===== src/verilog/dpmc_consts.svh =====
// Constants for the dual-port mailbox controller (one port of the memory).
// Assumes a 100 MHz clock and the pin timing of an asynchronous SRAM port.
`ifndef DPMC_CONSTS_SVH
`define DPMC_CONSTS_SVH
// Register byte offsets on the APB slave
`define DPMC_OFF_CTRL      12'h000
`define DPMC_OFF_ADDR      12'h004
`define DPMC_OFF_WDATA     12'h008
`define DPMC_OFF_RDATA     12'h00C
`define DPMC_OFF_STATUS    12'h010
// Control register fields
`define DPMC_CTRL_GO       0
`define DPMC_CTRL_WR       1
`define DPMC_CTRL_SEM      2
`define DPMC_CTRL_RETRY    3
// Status register fields
`define DPMC_ST_BUSY       0
`define DPMC_ST_IRQ        1
`define DPMC_ST_DONE       2
`define DPMC_ST_INHIB      3
`define DPMC_ST_SEMOWN     4
// Mailbox word addresses
`define DPMC_MBOX_LEFT     14'h3FFE
`define DPMC_MBOX_RIGHT    14'h3FFF
// Timing, ns, and derived cycle counts at 10 ns
`define DPMC_CLK_NS        10
`define DPMC_SETUP_NS      20
`define DPMC_STROBE_NS     60
`define DPMC_RECOV_NS      20
`define DPMC_SETUP_CYC  ((`DPMC_SETUP_NS + `DPMC_CLK_NS - 1) / `DPMC_CLK_NS)
`define DPMC_STROBE_CYC ((`DPMC_STROBE_NS + `DPMC_CLK_NS - 1) / `DPMC_CLK_NS)
`define DPMC_RECOV_CYC  ((`DPMC_RECOV_NS + `DPMC_CLK_NS - 1) / `DPMC_CLK_NS)
`define DPMC_CTRL_RST      32'h0000_0000
`endif


===== src/verilog/dpmc_pkg.sv =====
// Types for the dual-port mailbox controller.
// Assumes dpmc_consts.svh supplies the numbers.
package dpmc_pkg;
    typedef enum logic [2:0] {
        ST_IDLE, ST_SETUP, ST_STROBE, ST_RECOV, ST_DONE
    } dpmc_state_e;

    // Pins driven toward one memory port
    typedef struct packed {
        logic        chip_en_n;
        logic        flag_space_select_n;
        logic        rd_wr_n;
        logic        out_en_n;
        logic        high_byte_select_n;
        logic        low_byte_select_n;
        logic [13:0] addr;
    } dpmc_port_out_s;

    // Pins sampled from the memory port
    typedef struct packed {
        logic        busy_n;
        logic        mailbox_irq_n;
    } dpmc_port_in_s;

    typedef logic [15:0] dpmc_word_t;
endpackage


===== src/verilog/dpmc_apb_regs.sv =====
// APB slave holding the controller's own registers.
// Assumes one APB master, zero-wait answers, 32-bit aligned words.
`timescale 1ns/1ps
`include "dpmc_consts.svh"
module dpmc_apb_regs (
    input  wire logic        clk,
    input  wire logic        rst_n,
    input  wire logic        psel,
    input  wire logic        penable,
    input  wire logic        pwrite,
    input  wire logic [11:0] paddr,
    input  wire logic [31:0] pwdata,
    output logic      [31:0] prdata,
    output logic             pready,
    output logic             pslverr,
    output logic             go_pulse,
    output logic      [3:0]  ctrl,
    output logic      [13:0] addr,
    output logic      [15:0] wdata,
    input  wire logic [15:0] rdata,
    input  wire logic [4:0]  status
);
    import dpmc_pkg::*;

    logic [3:0]  ctrl_reg, ctrl_next;
    logic [13:0] addr_reg, addr_next;
    logic [15:0] wdata_reg, wdata_next;
    logic        go_reg, go_next;
    logic        wr_en, known;

    // Decode; unmapped offsets answer with an error
    always_comb begin
        wr_en      = psel && penable && pwrite;
        ctrl_next  = ctrl_reg;
        addr_next  = addr_reg;
        wdata_next = wdata_reg;
        go_next    = 1'b0;
        known      = 1'b1;
        prdata     = 32'h0000_0000;
        unique case (paddr)
            `DPMC_OFF_CTRL: begin
                prdata = {28'h0, ctrl_reg};
                if (wr_en) begin
                    ctrl_next = pwdata[3:0];
                    go_next   = pwdata[`DPMC_CTRL_GO];
                end
            end
            `DPMC_OFF_ADDR: begin
                prdata = {18'h0, addr_reg};
                if (wr_en) addr_next = pwdata[13:0];
            end
            `DPMC_OFF_WDATA: begin
                prdata = {16'h0, wdata_reg};
                if (wr_en) wdata_next = pwdata[15:0];
            end
            `DPMC_OFF_RDATA:  prdata = {16'h0, rdata};
            `DPMC_OFF_STATUS: prdata = {27'h0, status};
            default: known = 1'b0;
        endcase
    end

    // Register state; GO is a self-clearing strobe
    always_ff @(posedge clk) begin
        if (!rst_n) begin
            ctrl_reg  <= 4'h0;
            addr_reg  <= 14'h0000;
            wdata_reg <= 16'h0000;
            go_reg    <= 1'b0;
        end else begin
            ctrl_reg  <= ctrl_next;
            addr_reg  <= addr_next;
            wdata_reg <= wdata_next;
            go_reg    <= go_next;
        end
    end

    assign pready   = 1'b1;
    assign pslverr  = psel && penable && !known;
    assign go_pulse = go_reg;
    assign ctrl     = ctrl_reg;
    assign addr     = addr_reg;
    assign wdata    = wdata_reg;
endmodule


===== src/verilog/dpmc_data_pins.sv =====
// Two-way data pin splitter for the 16-bit memory bus.
// Assumes the caller holds output enable only while writing.
`timescale 1ns/1ps
module dpmc_data_pins (
    input  wire logic        clk,
    input  wire logic        rst_n,
    input  wire logic        drive,
    input  wire logic [15:0] wdata,
    input  wire logic        capture,
    input  wire logic [15:0] data_i,
    output logic      [15:0] data_o,
    output logic      [15:0] data_oe,
    output logic      [15:0] rdata
);
    import dpmc_pkg::*;

    logic [15:0] out_reg, out_next, oe_reg, oe_next, rd_reg, rd_next;

    // One lane per bit, so each enable can stand alone
    genvar b;
    generate
        for (b = 0; b < 16; b++) begin : g_lane
            always_comb begin
                out_next[b] = wdata[b];
                oe_next[b]  = drive;
                rd_next[b]  = capture ? data_i[b] : rd_reg[b];
            end
        end
    endgenerate

    // Registered so pins change only after a clock edge
    always_ff @(posedge clk) begin
        if (!rst_n) begin
            out_reg <= 16'h0000;
            oe_reg  <= 16'h0000;
            rd_reg  <= 16'h0000;
        end else begin
            out_reg <= out_next;
            oe_reg  <= oe_next;
            rd_reg  <= rd_next;
        end
    end

    assign data_o  = out_reg;
    assign data_oe = oe_reg;
    assign rdata   = rd_reg;
endmodule


===== src/verilog/dpmc_port_ctrl.sv =====
// Host controller for one port of a two-port mailbox memory.
// Assumes software on APB; memory pins taken as synchronous to clk.
//
// Functional notes
// - Right side clears its interrupt by reading 3FFF.
// - Interrupts may be ignored and mailbox words used as storage.
// - Hold address and enable until busy settles, then strobe.
// - Only one master in a width-expanded array.
// - Depth-cascaded busy lines are ANDed per port.
// - Flags active low; write zero to request, one to release.
`timescale 1ns/1ps
`include "dpmc_consts.svh"
module dpmc_port_ctrl #(
    parameter bit IS_LEFT = 1'b1
) (
    input  wire logic                    clk,
    input  wire logic                    rst_n,
    input  wire logic                    psel,
    input  wire logic                    penable,
    input  wire logic                    pwrite,
    input  wire logic [11:0]             paddr,
    input  wire logic [31:0]             pwdata,
    output logic      [31:0]             prdata,
    output logic                         pready,
    output logic                         pslverr,
    output dpmc_pkg::dpmc_port_out_s     port_o,
    input  wire dpmc_pkg::dpmc_port_in_s port_i,
    input  wire logic [15:0]             data_i,
    output logic      [15:0]             data_o,
    output logic      [15:0]             data_oe,
    output logic                         mailbox_irq_n
);
    import dpmc_pkg::*;

    localparam logic [3:0] SETUP_C  = 4'(`DPMC_SETUP_CYC);
    localparam logic [3:0] STROBE_C = 4'(`DPMC_STROBE_CYC);
    localparam logic [3:0] RECOV_C  = 4'(`DPMC_RECOV_CYC);

    logic        go;
    logic [3:0]  ctrl;
    logic [13:0] addr;
    logic [15:0] wdata, rdata;
    logic [4:0]  status;
    logic [31:0] prdata_w;
    logic        pready_w, pslverr_w;

    dpmc_state_e    state_reg, state_next;
    logic [3:0]     cnt_reg, cnt_next;
    dpmc_port_out_s pins_reg, pins_next;
    logic           done_reg, done_next;
    logic           inhib_reg, inhib_next;
    logic           irq_reg, irq_next;
    logic           busy_seen_reg, busy_seen_next;
    logic           drive, capture;
    logic [31:0]    prdata_reg;
    logic           pready_reg, pslverr_reg, pready_next;
    logic           is_wr, is_sem;

    dpmc_apb_regs u_regs (
        .clk      (clk),
        .rst_n    (rst_n),
        .psel     (psel),
        .penable  (penable),
        .pwrite   (pwrite && pready_reg), // Write lands at the pready edge
        .paddr    (paddr),
        .pwdata   (pwdata),
        .prdata   (prdata_w),
        .pready   (pready_w),
        .pslverr  (pslverr_w),
        .go_pulse (go),
        .ctrl     (ctrl),
        .addr     (addr),
        .wdata    (wdata),
        .rdata    (rdata),
        .status   (status)
    );

    dpmc_data_pins u_data (
        .clk     (clk),
        .rst_n   (rst_n),
        .drive   (drive),
        .wdata   (wdata),
        .capture (capture),
        .data_i  (data_i),
        .data_o  (data_o),
        .data_oe (data_oe),
        .rdata   (rdata)
    );

    assign is_wr    = ctrl[`DPMC_CTRL_WR];
    assign is_sem   = ctrl[`DPMC_CTRL_SEM];

    // Registered answer: one pready per access phase, then it drops
    assign pready_next = pready_w && psel && penable && !pready_reg;

    // Access sequencer: setup, strobe, recovery, done
    always_comb begin
        state_next     = state_reg;
        cnt_next       = cnt_reg;
        pins_next      = pins_reg;
        done_next      = done_reg;
        inhib_next     = inhib_reg;
        busy_seen_next = busy_seen_reg;
        drive          = 1'b0;
        capture        = 1'b0;
        unique case (state_reg)
            ST_IDLE: begin
                // Both enables high: standby, nothing moves
                pins_next.chip_en_n           = 1'b1;
                pins_next.flag_space_select_n = 1'b1;
                pins_next.out_en_n            = 1'b1;
                pins_next.rd_wr_n             = 1'b1;
                if (go) begin
                    // Only A0-A2 matter for flags; upper bits zeroed
                    pins_next.addr = is_sem ? {11'h0, addr[2:0]} : addr;
                    pins_next.chip_en_n           = is_sem;
                    pins_next.flag_space_select_n = !is_sem;
                    pins_next.high_byte_select_n  = 1'b0;
                    pins_next.low_byte_select_n   = 1'b0;
                    done_next      = 1'b0;
                    inhib_next     = 1'b0;
                    busy_seen_next = 1'b0;
                    cnt_next       = SETUP_C;
                    state_next     = ST_SETUP;
                end
            end
            ST_SETUP: begin
                // Address and enable held until busy has settled
                cnt_next = cnt_reg - 4'h1;
                drive    = is_wr;
                if (cnt_reg == 4'h1) begin
                    // Flag accesses skip busy: no wait states
                    if (!is_sem && !port_i.busy_n) begin
                        busy_seen_next = 1'b1;
                        if (is_wr && !ctrl[`DPMC_CTRL_RETRY]) begin
                            // Write would be dropped inside anyway
                            inhib_next = 1'b1;
                        end
                    end
                    if (!is_sem && !port_i.busy_n &&
                        ctrl[`DPMC_CTRL_RETRY]) begin
                        // Busy with retry: stay in setup and recheck
                        cnt_next = SETUP_C;
                    end else begin
                        pins_next.rd_wr_n  = !is_wr;
                        pins_next.out_en_n = is_wr;
                        cnt_next   = STROBE_C;
                        state_next = ST_STROBE;
                    end
                end
            end
            ST_STROBE: begin
                cnt_next = cnt_reg - 4'h1;
                drive    = is_wr;
                if (cnt_reg == 4'h1) begin
                    // Capture at end of strobe; flag reads whole word
                    capture = !is_wr;
                    pins_next.rd_wr_n  = 1'b1;
                    pins_next.out_en_n = 1'b1;
                    cnt_next   = RECOV_C;
                    state_next = ST_RECOV;
                end
            end
            ST_RECOV: begin
                // Drop enables so a later flag read re-latches
                pins_next.chip_en_n           = 1'b1;
                pins_next.flag_space_select_n = 1'b1;
                cnt_next = cnt_reg - 4'h1;
                if (cnt_reg == 4'h1) begin
                    state_next = ST_DONE;
                end
            end
            ST_DONE: begin
                done_next  = 1'b1;
                state_next = ST_IDLE;
            end
            default: state_next = ST_IDLE;
        endcase
    end

    // Interrupt seen on the pin; clearing is a read of own mailbox
    always_comb begin
        irq_next = port_i.mailbox_irq_n;
    end

    // raise the far side's pin by a plain write to its mailbox
    // clear ours by a read of the own mailbox word from software.
    // mailbox data passes like any word.
    // are held by the memory and wiring; software writes 1/0.

    // Flag owned when a flag read returned zero
    assign status = {is_sem && !rdata[0],
                     inhib_reg, done_reg, !irq_reg, busy_seen_reg};

    // Registered state and top outputs
    always_ff @(posedge clk) begin
        if (!rst_n) begin
            state_reg     <= ST_IDLE;
            cnt_reg       <= 4'h0;
            pins_reg      <= '{chip_en_n: 1'b1, flag_space_select_n: 1'b1,
                               rd_wr_n: 1'b1, out_en_n: 1'b1,
                               high_byte_select_n: 1'b1,
                               low_byte_select_n: 1'b1, addr: 14'h0000};
            done_reg      <= 1'b0;
            inhib_reg     <= 1'b0;
            irq_reg       <= 1'b1;
            busy_seen_reg <= 1'b0;
            prdata_reg    <= 32'h0000_0000;
            pready_reg    <= 1'b0;
            pslverr_reg   <= 1'b0;
        end else begin
            state_reg     <= state_next;
            cnt_reg       <= cnt_next;
            pins_reg      <= pins_next;
            done_reg      <= done_next;
            inhib_reg     <= inhib_next;
            irq_reg       <= irq_next;
            busy_seen_reg <= busy_seen_next;
            prdata_reg    <= prdata_w;
            pready_reg    <= pready_next;
            pslverr_reg   <= pslverr_w;
        end
    end

    assign port_o        = pins_reg;
    assign mailbox_irq_n = irq_reg;
    assign prdata        = prdata_reg;
    assign pready        = pready_reg;
    assign pslverr       = pslverr_reg;
endmodule

===== config.mk =====
export PLATFORM = sky130hd
export DESIGN_NAME = dpmc_port_ctrl
export DESIGN_NICKNAME = d
export VERILOG_FILES = /design/src/verilog/dpmc_pkg.sv /design/src/verilog/dpmc_apb_regs.sv /design/src/verilog/dpmc_data_pins.sv /design/src/verilog/dpmc_port_ctrl.sv
export VERILOG_INCLUDE_DIRS = /design/src /design/src/verilog
export SDC_FILE = /design/constraint.sdc
export NUM_CORES = 1
export LEC_CHECK = 0
export BUFFER_PORTS_ARGS = -buffer_cell sky130_fd_sc_hd__buf_2
export CORE_AREA = 2 2 106 108
export CTS_BUF_LIST = sky130_fd_sc_hd__clkbuf_16
export DETAILED_ROUTE_END_ITERATION = 16
export DIE_AREA = 0 0 108 110
export HOLD_SLACK_MARGIN = 0.1
export PLACE_DENSITY = 0.88
export SLEW_MARGIN = 20
export SYNTH_ARGS = -nofsm -noshare
export SYNTH_HDL_FRONTEND = slang
export SYNTH_HIERARCHICAL = 1
export SYNTH_SLANG_ARGS = --single-unit

===== constraint.sdc =====
create_clock -name clk -period 2.35 [get_ports clk]
set_input_delay 0.1175 -clock clk [delete_from_list [all_inputs] [get_ports clk]]
set_output_delay 0.1175 -clock clk [all_outputs]
set_load 0.05 [all_outputs]

==> results.md <==
- Fin Hold WS: 0.127 ns
- TNS Setup: 0 ns
- Setup CP Type: reg -> reg
- Largest register FFs: 32
- Hold buffers post-CTS: 35
- DP Wirelength: 8640 µm
- Tightest Pin Transition: 0.781 ns
- CP Launch Type: register
- Reg2reg setup slack: 0.26 ns
- Final-report hold violation count: 0
- Synth warnings: 6
- Placeable Area: 10,700 µm²
- Share of cells above drive strength 1: 26.4%
- Sequential-to-total area share from yosys stat: 48.0%
- Synth area leaders: dfxtp_1 (48%), mux2i_1 (9.5%), and2_1 (5.8%)
- # port buffers: 137
- Final non-filler cell area: 6990 µm²
- Yosys cell types: 54
- Max Cap Violations: 0
- CP arrival: 2.38 ns
- Vias in the first global route: 4,300
- Minimum clock period: 2.09 ns
- Final Cycle Share: 88.9%
- Layout area overhead: 26.9%
- CTS max path bufs: 2
- Number of synthesized register bits: 132
- Finish-stage setup viols: 0
- Pwr Density: 737 nW/µm²
- Final Util: 65.3%
- Asr flop ratio synth: 0%
- Prevailing post-synth register cell: dfxtp_1
- DRT Pass-1 Iters: 7
- Fmax achieved: 479 MHz
- 1st-iter DRT viols: 293
- Min-delay worst type: in -> reg
- Sink Count: 132
- DR WL/cell: 15.7 µm
- EDFF count, synth: 0
- Reg-to-reg endpoint: u_data/rdata[7]
- Crit-path slowest cell: buf_4
- Die Y-Extent: 110 µm
- DRT antenna net count: 0
- Post-synth top area share: 48.0%
- Starting Density: 51.5%
- CP Buf/Inv Count: 2
- Relative slew slack: 47.8%
- Remaining DRCs: 0
- Cell area after synthesis: 5500 µm²
- Synth area leader: dfxtp_1
- CTS Root Buffer Type: clkbuf_16
- Via density: 5.13
- Reg clk slew, reported paths: 0.06 ns
- First-pass GRT wire length: 21,400 µm
- NumNets Final: 784
- R2R depth: 8
- Status: finished clean
- Crit path max fanout: 16
- Req. time, crit path: 2.64 ns
- Leak pwr: 3.04 nW
- Initial antenna violation count: 0
- Tot GR Track Use: 23.4%
- GP Congestion: 0.772
- Total Wirelength: 13,600 µm
- Critical path's top delay family: simple AND/OR/NAND/NOR gates
- Clk_lat worst skew: 0.41 ns
- Largest net degree at the start of global routing: 127
- Total die area: 11,900 µm²
- Total power: 0.00515 W
- Vias: 4,462
- Unrepaired setup endpoints after global routing: no
- Slowest stage delay, CP: 0.33 ns
- Slew Viols, Final: 0
- Die W: 108 µm
- Resize count post-CTS: 0
- Row count: 38
- CTS tree: built
- RR Startpoint: cnt_reg[1]
- I/O Pins: 154
- TritonCTS Buffers: 17
- Post-Synthesis Cells: 573
- Worst VDD drop: 0.613 mV
- Synthesized area per cell: 9.61 µm²
- Total grt overflow: 0
- H-Tree Level Count: 4
- Clock Skew: 0.00422 ns
- CP cell instances: inv_1 -> ha_1 -> nor3b_1 -> nand2_1 -> nor3_2 -> buf_4 -> mux2i_1 -> nor2b_1
- # Post-CTS Setup Buffers: 0
- Hold Crit Start: penable
- Hold Path Cell Cnt: 4
- Post-Place Cell Area: 6040 µm²
- CP endpoint kind: register
- Hold worst-path end: pslverr
## stage by stage
| stage | instances | setup slack (ns) |
|---|---|---|
| CTS | 868 | 0.254 |
| floorplan | 588 | 0.507 |
| detailed placement | 801 | 0.321 |
| global placement | 801 | 0.513 |
| global route | 868 | 0.0819 |
| finish | 869 | 0.260 |
## synth_stat cells, types with 2 or more instances
| master | number |
|---|---|
| a211oi_1 | 4 |
| a21oi_1 | 17 |
| a22oi_1 | 11 |
| a2bb2oi_1 | 2 |
| a31oi_1 | 2 |
| a32oi_1 | 2 |
| a41oi_1 | 3 |
| and2_1 | 51 |
| and4b_1 | 3 |
| buf_1 | 5 |
| buf_2 | 6 |
| buf_4 | 34 |
| buf_6 | 2 |
| clkbuf_1 | 20 |
| conb_1 | 2 |
| dfxtp_1 | 132 |
| ha_1 | 2 |
| inv_1 | 16 |
| mux2_2 | 13 |
| mux2i_1 | 52 |
| nand2_1 | 79 |
| nand3_1 | 14 |
| nand4_1 | 3 |
| nor2_1 | 21 |
| nor2b_1 | 18 |
| nor3_1 | 8 |
| nor3b_1 | 4 |
| nor4bb_1 | 12 |
| o21ai_0 | 4 |
| o22ai_1 | 7 |
## tightest hold or removal path, cell delays in order
cell	delay [ns]
buf_2	0.12
nand2_1	0.06
a41oi_1	0.04
and2_1	0.14
## worst max-delay path by stage
stage	startpoint	end	depth (start not counted)
finish	cnt_reg[1]	u_data/rdata[7]	8
global route	cnt_reg[1]	u_data/rdata[7]	8
CTS	cnt_reg[1]	u_data/rdata[7]	8
detailed placement	cnt_reg[1]	u_data/rdata[12]	8
global placement	cnt_reg[1]	u_data/rdata[6]	8
floorplan	pready	u_regs/wdata[10]	6
## layer usage
layer  track usage [%]  wire [µm]
met1              28.9       5730
met2              37.7       6480
met4              11.1        341
met5                 0          0
met3              6.64       1050
## cells by family after synthesis
logic type                 Yosys count  share of synthesized area, %
AOI/OAI and AO/OA                   57                          6.91
xor gates and xnor gates             1                         0.159
adders and majority gates            2                         0.455
buffers and inverters               85                          9.02
DFF                                132                          48.0
muxes                               65                          12.1
other                                2                         0.136
and+or+nand+nor                    229                          23.2
## where the power goes
group          switching [W]  total [W]  internal [W]  leakage (nW)
combinational       0.000172   0.000284      0.000112          1.69
clock               0.000950    0.00260       0.00165         0.281
sequential        0.00000433    0.00226       0.00226          1.07
## cell type report
type / count / area, µm²
tap: 140 / 175
clock inverter: 15 / 165
fill: 810 / 3710
antenna: 1 / 2.50
inverter: 16 / 60.1
timing repair buffer: 177 / 1090
clock buffer: 17 / 425
multi-input combinational: 371 / 2430
sequential: 132 / 2640
## placed cells by master (no fill, tap or decap), types with 3 or more instances in the layout
| master | n |
|---|---|
| o22ai_1 | 7 |
| a21oi_1 | 17 |
| nor3b_1 | 4 |
| nor3_1 | 7 |
| o21ai_0 | 4 |
| a211oi_1 | 4 |
| nand3_1 | 14 |
| nor4bb_1 | 12 |
| and4b_1 | 3 |
| nand4_1 | 3 |
| a22oi_1 | 11 |
| clkinv_4 | 3 |
| nor2_1 | 21 |
| clkbuf_16 | 17 |
| inv_1 | 16 |
| clkinvlp_4 | 3 |
| dfxtp_1 | 132 |
| clkinv_2 | 3 |
| a41oi_1 | 3 |
| buf_2 | 136 |
| dlygate4sd3_1 | 35 |
| conb_1 | 17 |
| mux2_2 | 13 |
| bufinv_16 | 3 |
| clkinv_1 | 3 |
| buf_4 | 5 |
| nor2b_1 | 18 |
| nand2_1 | 79 |
| mux2i_1 | 52 |
| and2_1 | 51 |
Note: power is estimated with default switching activity, not from simulation.
